File: src/common/cit_consts.vh
// constants for the charger serial target port
`ifndef CIT_CONSTS_VH
`define CIT_CONSTS_VH

`define CIT_TARGET_ADDR      7'h6b
`define CIT_UNMAPPED_BYTE    8'hff
`define CIT_MAP_LAST         8'h3f
`define CIT_DIR_READ         1'b1
`define CIT_BITS_PER_BYTE    4'h8
`define CIT_CLK_HZ           100000000
`define CIT_HANG_TIMEOUT_MS  2000
`define CIT_HANG_CYCLES      ((`CIT_CLK_HZ / 1000) * `CIT_HANG_TIMEOUT_MS)
`define CIT_FIFO_DEPTH       8

`endif

File: src/hdl/cit_target.v
// serial two-wire target port: framing, addressing, register pointer, write fifo
// Function
// - answer only as target at address 0x6b, never start transfers
// - reads of unmapped locations return 0xff
// - works at 100 kbit/s, 400 kbit/s and 1 Mbit/s bus rates
// - 16-bit registers: low byte at lower address, high byte next
// - data changes only while clock low; one clock pulse per bit
// - data fall with clock high is start, data rise is stop
// - bus busy from start until stop, idle afterwards
// - start held over 2 s without stop resets port, frees lines
// - bytes are 8 bits msb first, each followed by acknowledge
// - target may hold clock low between bytes until ready
// - on ninth pulse sender releases data; receiver pulls it low
// - first byte is 7-bit address plus direction, one means read
// - undefined register address byte is nacked, port stays busy and ignores the bus until the next start or stop
// - multi-byte reads and writes cover every register
`timescale 1ns/1ps
`include "cit_consts.vh"
module cit_target #(
   parameter HANG_CYCLES = `CIT_HANG_CYCLES,
   parameter MAP_LAST    = `CIT_MAP_LAST,
   parameter FIFO_DEPTH  = `CIT_FIFO_DEPTH
)(
   input  wire        core_clk_in,
   input  wire        rst_in,
   input  wire        scl_in,
   input  wire        sda_in,
   output reg         scl_oe_n_out,
   output reg         sda_oe_n_out,
   output reg         scl_out,
   output reg         sda_out,
   output reg  [7:0]  rd_addr_out,
   input  wire [7:0]  rd_data_in,
   output reg  [15:0] wr_word_out,
   output reg         wr_valid_out,
   input  wire        wr_ready_in,
   output reg         busy_out
);
   // =====================================================================
   // states
   localparam ST_IDLE  = 3'h0;
   localparam ST_RX    = 3'h1;
   localparam ST_ACK   = 3'h2;
   localparam ST_TX    = 3'h3;
   localparam ST_MACK  = 3'h4;
   localparam ST_HOLD  = 3'h5;
   localparam ST_SKIP  = 3'h6;
   localparam PH_ADDR  = 2'h0;
   localparam PH_REG   = 2'h1;
   localparam PH_DATA  = 2'h2;

   function in_map;
      input [7:0] a;
      begin
         in_map = (a <= MAP_LAST[7:0]);
      end
   endfunction

   // =====================================================================
   // pin synchronisers and edge detect
   reg  [1:0]  scl_sync_reg;
   reg  [1:0]  sda_sync_reg;
   reg         scl_d_reg;
   reg         sda_d_reg;
   wire        scl_rise;
   wire        scl_fall;
   wire        start_det;
   wire        stop_det;

   always @(posedge core_clk_in)
   begin
      if (rst_in)
      begin
         scl_sync_reg <= 2'h3;
         sda_sync_reg <= 2'h3;
         scl_d_reg    <= 1'b1;
         sda_d_reg    <= 1'b1;
      end
      else
      begin
         scl_sync_reg <= {scl_sync_reg[0], scl_in};
         sda_sync_reg <= {sda_sync_reg[0], sda_in};
         scl_d_reg    <= scl_sync_reg[1];
         sda_d_reg    <= sda_sync_reg[1];
      end
   end

   // sampling at 100 mhz gives 50 samples per high at 1 mbit/s, ample margin
   assign scl_rise  = scl_sync_reg[1] & ~scl_d_reg;
   assign scl_fall  = ~scl_sync_reg[1] & scl_d_reg;
   assign start_det = scl_sync_reg[1] & scl_d_reg & sda_d_reg & ~sda_sync_reg[1];
   assign stop_det  = scl_sync_reg[1] & scl_d_reg & ~sda_d_reg & sda_sync_reg[1];

   // =====================================================================
   // write path fifo: two bytes pair into {pointer, data}
   wire [15:0] fifo_out;
   wire        fifo_valid;
   wire        fifo_in_ready;
   reg  [15:0] fifo_in_reg;
   reg         fifo_push_reg;

   cit_fifo #(
      .WIDTH (16),
      .DEPTH (FIFO_DEPTH),
      .AW    (3)
   ) u_fifo (
      .core_clk_in   (core_clk_in),
      .rst_in        (rst_in),
      .in_data_in    (fifo_in_reg),
      .in_valid_in   (fifo_push_reg),
      .in_ready_out  (fifo_in_ready),
      .out_data_out  (fifo_out),
      .out_valid_out (fifo_valid),
      .out_ready_in  (~wr_valid_out)
   );

   // =====================================================================
   // protocol engine
   reg  [2:0]  state_reg;
   reg  [1:0]  phase_reg;
   reg  [3:0]  bit_reg;
   reg  [7:0]  shift_reg;
   reg  [7:0]  ptr_reg;
   reg         nack_reg;
   reg  [31:0] hang_reg;

   always @(posedge core_clk_in)
   begin
      if (rst_in)
      begin
         state_reg     <= ST_IDLE;
         phase_reg     <= PH_ADDR;
         bit_reg       <= 4'h0;
         shift_reg     <= 8'h00;
         ptr_reg       <= 8'h00;
         nack_reg      <= 1'b0;
         hang_reg      <= 32'h0;
         sda_oe_n_out  <= 1'b1;
         scl_oe_n_out  <= 1'b1;
         sda_out       <= 1'b0;
         scl_out       <= 1'b0;
         busy_out      <= 1'b0;
         rd_addr_out   <= 8'h00;
         fifo_in_reg   <= 16'h0000;
         fifo_push_reg <= 1'b0;
         wr_word_out   <= 16'h0000;
         wr_valid_out  <= 1'b0;
      end
      else
      begin
         fifo_push_reg <= 1'b0;
         rd_addr_out   <= ptr_reg;
         if (wr_valid_out & wr_ready_in)
         begin
            wr_valid_out <= 1'b0;
         end
         else if (fifo_valid & ~wr_valid_out)
         begin
            wr_word_out  <= fifo_out;
            wr_valid_out <= 1'b1;
         end
         if (busy_out)
         begin
            hang_reg <= hang_reg + 32'h1;
         end
         if (stop_det)
         begin
            state_reg    <= ST_IDLE;
            busy_out     <= 1'b0;
            sda_oe_n_out <= 1'b1;
            scl_oe_n_out <= 1'b1;
            hang_reg     <= 32'h0;
         end
         else if (start_det)
         begin
            // repeated start keeps the pointer for the read that follows
            state_reg    <= ST_RX;
            phase_reg    <= PH_ADDR;
            bit_reg      <= 4'h0;
            busy_out     <= 1'b1;
            sda_oe_n_out <= 1'b1;
            scl_oe_n_out <= 1'b1;
            hang_reg     <= 32'h0;
         end
         else if (busy_out && hang_reg >= HANG_CYCLES - 1)
         begin
            state_reg    <= ST_IDLE;
            busy_out     <= 1'b0;
            sda_oe_n_out <= 1'b1;
            scl_oe_n_out <= 1'b1;
            hang_reg     <= 32'h0;
         end
         else
         begin
            case (state_reg)
               ST_IDLE:
               begin
                  sda_oe_n_out <= 1'b1;
               end
               ST_RX:
               begin
                  if (scl_rise)
                  begin
                     shift_reg <= {shift_reg[6:0], sda_sync_reg[1]};
                     bit_reg   <= bit_reg + 4'h1;
                  end
                  else if (scl_fall && bit_reg == `CIT_BITS_PER_BYTE)
                  begin
                     bit_reg <= 4'h0;
                     nack_reg <= 1'b0;
                     state_reg <= ST_ACK;
                     sda_oe_n_out <= 1'b0;
                     case (phase_reg)
                        PH_ADDR:
                        begin
                           if (shift_reg[7:1] != `CIT_TARGET_ADDR)
                           begin
                              sda_oe_n_out <= 1'b1;
                              state_reg    <= ST_SKIP;
                           end
                           else if (shift_reg[0] == `CIT_DIR_READ)
                           begin
                              phase_reg <= PH_DATA;
                              nack_reg  <= 1'b1;
                           end
                           else
                           begin
                              phase_reg <= PH_REG;
                           end
                        end
                        PH_REG:
                        begin
                           if (!in_map(shift_reg))
                           begin
                              sda_oe_n_out <= 1'b1;
                              state_reg    <= ST_SKIP;
                           end
                           else
                           begin
                              ptr_reg   <= shift_reg;
                              phase_reg <= PH_DATA;
                           end
                        end
                        default:
                        begin
                           if (!fifo_in_ready)
                           begin
                              // nack rather than drop when the sink is backed up
                              sda_oe_n_out <= 1'b1;
                              state_reg    <= ST_SKIP;
                           end
                           else
                           begin
                              fifo_in_reg   <= {ptr_reg, shift_reg};
                              fifo_push_reg <= 1'b1;
                              ptr_reg       <= ptr_reg + 8'h01;
                           end
                        end
                     endcase
                  end
               end
               ST_ACK:
               begin
                  if (scl_fall)
                  begin
                     sda_oe_n_out <= 1'b1;
                     if (nack_reg)
                     begin
                        scl_oe_n_out <= 1'b0;
                        state_reg    <= ST_HOLD;
                     end
                     else
                     begin
                        state_reg <= ST_RX;
                     end
                  end
               end
               ST_HOLD:
               begin
                  // clock held low for one cycle while read data settles
                  scl_oe_n_out <= 1'b1;
                  shift_reg    <= in_map(ptr_reg) ? rd_data_in : `CIT_UNMAPPED_BYTE;
                  sda_oe_n_out <= in_map(ptr_reg) ? rd_data_in[7] : 1'b1;
                  bit_reg      <= 4'h0;
                  state_reg    <= ST_TX;
               end
               ST_TX:
               begin
                  if (scl_fall)
                  begin
                     if (bit_reg == `CIT_BITS_PER_BYTE - 4'h1)
                     begin
                        sda_oe_n_out <= 1'b1;
                        ptr_reg      <= ptr_reg + 8'h01;
                        state_reg    <= ST_MACK;
                     end
                     else
                     begin
                        sda_oe_n_out <= shift_reg[6];
                        shift_reg    <= {shift_reg[6:0], 1'b1};
                     end
                     bit_reg <= bit_reg + 4'h1;
                  end
               end
               ST_MACK:
               begin
                  if (scl_rise)
                  begin
                     nack_reg <= sda_sync_reg[1];
                  end
                  else if (scl_fall)
                  begin
                     state_reg <= nack_reg ? ST_SKIP : ST_HOLD;
                     scl_oe_n_out <= nack_reg;
                  end
               end
               ST_SKIP:
               begin
                  sda_oe_n_out <= 1'b1;
               end
               default:
               begin
                  state_reg <= ST_IDLE;
               end
            endcase
         end
      end
   end
endmodule

File: src/hdl/cit_fifo.v
// small synchronous fifo with valid/ready on both sides
`timescale 1ns/1ps
module cit_fifo #(
   parameter WIDTH = 16,
   parameter DEPTH = 8,
   parameter AW    = 3
)(
   input  wire             core_clk_in,
   input  wire             rst_in,
   input  wire [WIDTH-1:0] in_data_in,
   input  wire             in_valid_in,
   output wire             in_ready_out,
   output wire [WIDTH-1:0] out_data_out,
   output wire             out_valid_out,
   input  wire             out_ready_in
);
   reg [WIDTH-1:0] mem_reg [0:DEPTH-1];
   reg [AW-1:0]    wr_reg;
   reg [AW-1:0]    rd_reg;
   reg [AW:0]      cnt_reg;
   wire            push;
   wire            pop;

   assign in_ready_out  = (cnt_reg != DEPTH[AW:0]);
   assign out_valid_out = (cnt_reg != {(AW+1){1'b0}});
   assign out_data_out  = mem_reg[rd_reg];
   assign push          = in_valid_in & in_ready_out;
   assign pop           = out_valid_out & out_ready_in;

   always @(posedge core_clk_in)
   begin
      if (push)
      begin
         mem_reg[wr_reg] <= in_data_in;
      end
      if (rst_in)
      begin
         wr_reg  <= {AW{1'b0}};
         rd_reg  <= {AW{1'b0}};
         cnt_reg <= {(AW+1){1'b0}};
      end
      else
      begin
         if (push)
         begin
            wr_reg <= (wr_reg == DEPTH[AW-1:0] - 1'b1) ? {AW{1'b0}} : wr_reg + 1'b1;
         end
         if (pop)
         begin
            rd_reg <= (rd_reg == DEPTH[AW-1:0] - 1'b1) ? {AW{1'b0}} : rd_reg + 1'b1;
         end
         if (push & ~pop)
         begin
            cnt_reg <= cnt_reg + 1'b1;
         end
         else if (pop & ~push)
         begin
            cnt_reg <= cnt_reg - 1'b1;
         end
      end
   end
endmodule

File: config.mk
export PLATFORM = sky130hd
export DESIGN_NAME = cit_target
export DESIGN_NICKNAME = d
export VERILOG_FILES = /design/src/hdl/cit_target.v /design/src/hdl/cit_fifo.v
export VERILOG_INCLUDE_DIRS = /design/src /design/src/common
export SDC_FILE = /design/constraint.sdc
export NUM_CORES = 1
export LEC_CHECK = 0
export ABC_CLOCK_PERIOD_IN_PS = 2900
export BUFFER_PORTS_ARGS = -buffer_cell sky130_fd_sc_hd__buf_2
export CAP_MARGIN = 0
export CORE_MARGIN = 3
export CORE_UTILIZATION = 45
export CTS_CLUSTER_SIZE = 8
export DETAILED_ROUTE_END_ITERATION = 16
export GPL_ROUTABILITY_DRIVEN = 0
export PLACE_DENSITY = 0.66
export SYNTH_ARGS = -nofsm -noshare
export SYNTH_HDL_FRONTEND = slang
export SYNTH_SLANG_ARGS = --single-unit
File: constraint.sdc
create_clock -name core_clk_in -period 2.9 [get_ports core_clk_in]
set_clock_uncertainty 0.05 [all_clocks]
set_input_delay 0.145 -clock core_clk_in [delete_from_list [all_inputs] [get_ports core_clk_in]]
set_output_delay 0.145 -clock core_clk_in [all_outputs]
set_load 0.03 [all_outputs]
==> results by group <==
Outcome
  • Outcome: complete, no violations

Critical path
  • Worst R2R Setup Slack: 0.23 ns
  • Crit path cell chain: or4b_4, nand2_1, inv_1, ha_1, inv_1, ha_1, a21o_1, a21oi_2, xnor2_1, or3_1, a21oi_1
  • Crit path max fanout: 5
  • WS Path Type: reg -> reg
  • Cell family with most CP delay: simple AND/OR/NAND/NOR gates
  • CP Data Required Time: 3.27 ns
  • Critical path buffers and inverters: 2
  • Crit path capture type: register
  • CP peak stage delay: 0.57 ns
  • CP Launch Type: register
  • Critical Path AT: 3.05 ns
  • CP max stage cell: or4b_4

Floorplanning
  • Core area: 0.0229 sq mm
  • Top Ports: 43
  • Die area: 0.0254 sq mm
  • Num rows: 55
  • Initial Utilization: 46.2%
  • Die height: 159 microns
  • Die Width: 159 microns

Detailed routing
  • Detail Route Antenna Nets: 0
  • Via count: 6,750
  • Initial DRC Count: 313
  • DRC viols: 0
  • Pre-antenna DRT Iters: 5
  • Routed vias/inst: 5.45
  • Final wirelength: 21,100 microns
  • DR WL/cell: 17.1 microns

STA
  • Least-Margin Pin Slew: 1.18 ns
  • Final min period: 2.67 ns
  • Setup WS post-layout: 0.228 ns
  • Endpoints failing setup: 0
  • Crit share post-route: 92.2%
  • Slew margin rel.: 21.0%
  • Worst hold slack: 0.358 ns
  • Hold Violations, Final: 0
  • RSZ-0062 raised after global routing: false
  • Slew Limit Fails: 0
  • FMAX: 0.374 GHz

Cells and area
  • Max reg flops: 128
  • Final nets: 930
  • Number of diodes: 0
  • Synthesis-to-layout area growth: 17.2%
  • Layout cell share with drive strength beyond 1: 22.6%

CTS
  • Cts bufs inserted: 36
  • CTS root buf: clkbuf_16
  • CTS sink cnt: 247
  • Clk_lat worst skew: 0.51 ns
  • TritonCTS clock tree: built
  • Clock Path Buffers: 3
  • CTS H-tree lvls: 2
  • Clk pin slew, worst setup/hold paths: 0.05 ns

Synth
  • Post-synth EDFFs: 128
  • Synthesized instance count: 826
  • Syn avg cell area: 12.8 sq um
  • Synth top area cells: edfxtp_1 36%, dfxtp_1 22%, mux4_2 6.8%
  • Synth top area share: 36.3%
  • Sequential area share after synthesis: 58.8%
  • #FFs+latches synth: 247
  • Area leader, netlist: edfxtp_1
  • Ys Warns: 0
  • Post-synthesis async set-or-reset flop share: 0%
  • Post-synth cell types: 76
  • Ys flop type: edfxtp_1
  • Post-synthesis cell area: 0.0106 sq mm

Global routing
  • Vias in the first global route: 6,809
  • Largest net degree at the start of global routing: 47
  • GRT overflow: 0
  • Global Route Usage Sum: 17.0%
  • Initial antenna violation count: 0
  • First-pass GRT wire length: 35,500 microns

Placed design
  • # port buffers: 40
  • Post-DP HPWL: 13,700 microns
  • Place WS: 0.0770 ns

Min path
  • Hold Path Class: reg -> reg

Power
  • Static Leak: 4.08 nW
  • Power Dens Cells: 739 mW/mm^2
  • Maximum VDD drop: 0.395 mV

Run
  • Max-cap violations: 0
-- per-stage QoR --
step	total power [W]	cell area (sq um)	util (%)	std cells	TNS [ns]
2_1_floorplan	0.00511	10600	-	827	-2.99
3_3_place_gp	0.00546	11300	49.1	1166	0
3_5_place_dp	0.00548	11300	49.1	1166	0
4_1_cts	0.00927	12400	54.2	1239	0
5_1_grt	0.00960	12400	54.2	1239	0
6_report	0.00918	12400	54.2	1239	0
-- path summary, 6_finish.rpt --
path	startpoint	to	cells after the start
hold reg to reg	sda_sync_reg[0]	sda_sync_reg[1]	1
hold / removal	sda_sync_reg[0]	sda_sync_reg[1]	1
setup reg to reg	u_fifo.cnt_reg[1]	u_fifo.cnt_reg[3]	11
setup / recovery	u_fifo.cnt_reg[1]	u_fifo.cnt_reg[3]	11
-- repair_timing --
action                                 4_1_cts  5_1_grt
setup endpoints to repair                    0        1
setup buffers                                0        0
hold buffers                                14        0
endpoints found under the hold margin       16        0
resized for setup                            0        2
-- Yosys cell counts (3+ instances only) --
cell type	count
o32ai_1	6
and3_1	7
nor2_4	30
nand2b_1	4
o21ai_0	15
nor3b_1	6
a311oi_1	3
nor3_1	26
a21oi_1	32
or2_2	9
a31oi_1	8
dfxtp_1	119
xor2_1	16
nor4_1	6
a211oi_1	19
mux4_2	32
o221ai_1	7
mux2i_1	42
nor2_1	58
nor2b_1	9
o211ai_1	4
nand4b_1	4
or3_1	5
buf_12	3
inv_1	18
edfxtp_1	128
buf_2	3
buf_4	3
nand3_2	3
nand4_1	13
ha_1	11
nand2_1	62
nand3b_1	3
nand3_1	16
clkbuf_1	27
xnor2_1	15
or4_1	3
-- kinds of logic after synthesis --
group	count (synthesis)	share of synthesized area [%]
other	1	0.0354
AO/OA/AOI/OAI	112	7.10
flip-flops	247	58.8
buffers and inverters	62	3.15
adder cells (fa/ha/maj)	12	1.49
XOR/XNOR	31	2.56
multiplexers	76	11.0
AND/OR/NAND/NOR	285	15.9
-- report_power, final --
group,total [W],internal (W),switching (W)
clock network,0.00375,0.00231,0.00145
registers,0.00394,0.00381,0.000136
logic,0.00148,0.000601,0.000879
total,0.00918,0.00671,0.00246
-- worst register-to-register path: stages (launching register included) --
cell,delay [ns]
dfxtp_1,0.36
or4b_4,0.57
nand2_1,0.10
inv_1,0.07
ha_1,0.20
inv_1,0.12
ha_1,0.25
a21o_1,0.19
a21oi_2,0.15
xnor2_1,0.08
or3_1,0.31
a21oi_1,0.15
-- routing by layer --
layer  up-vias  GRT usage (%)  routed length, microns
met5         -              0                       0
met4         0           4.97                     421
met3        39           3.41                    1200
met2       179           27.6                   10000
met1      3276           23.4                    9480
li1       3256              -                       -
-- area by class of cell --
cell class                      instances  area (sq um)
Clock buffer                           56           976
Clock inverter                          3          45.0
Fill cell                            1889         10500
Inverter                               19          71.3
Multi-Input combinational cell        518          4110
Sequential cell                       247          6230
Tap cell                              313           392
Timing Repair Buffer                   83           596
-- cells in the final DEF (no fill, tap or decap), types with 5 or more instances in the layout --
| cell | instances |
|---|---|
| nor3_1 | 24 |
| nor4_1 | 5 |
| nand3_1 | 16 |
| buf_2 | 40 |
| nor2_1 | 57 |
| edfxtp_1 | 128 |
| mux2i_1 | 42 |
| clkbuf_16 | 36 |
| a211oi_1 | 19 |
| or2_2 | 9 |
| a21oi_1 | 31 |
| nand2_1 | 62 |
| nor2b_1 | 9 |
| clkbuf_1 | 20 |
| mux4_2 | 32 |
| and3_1 | 7 |
| xor2_1 | 16 |
| a31oi_1 | 8 |
| o32ai_1 | 6 |
| nor2_4 | 30 |
| xnor2_1 | 15 |
| o21ai_0 | 15 |
| ha_1 | 11 |
| inv_1 | 18 |
| dfxtp_1 | 118 |
| nand4_1 | 13 |
| dlygate4sd3_1 | 14 |
| buf_4 | 26 |
| or3_1 | 5 |
| o221ai_1 | 7 |
Note: power is estimated with default switching activity, not from simulation.
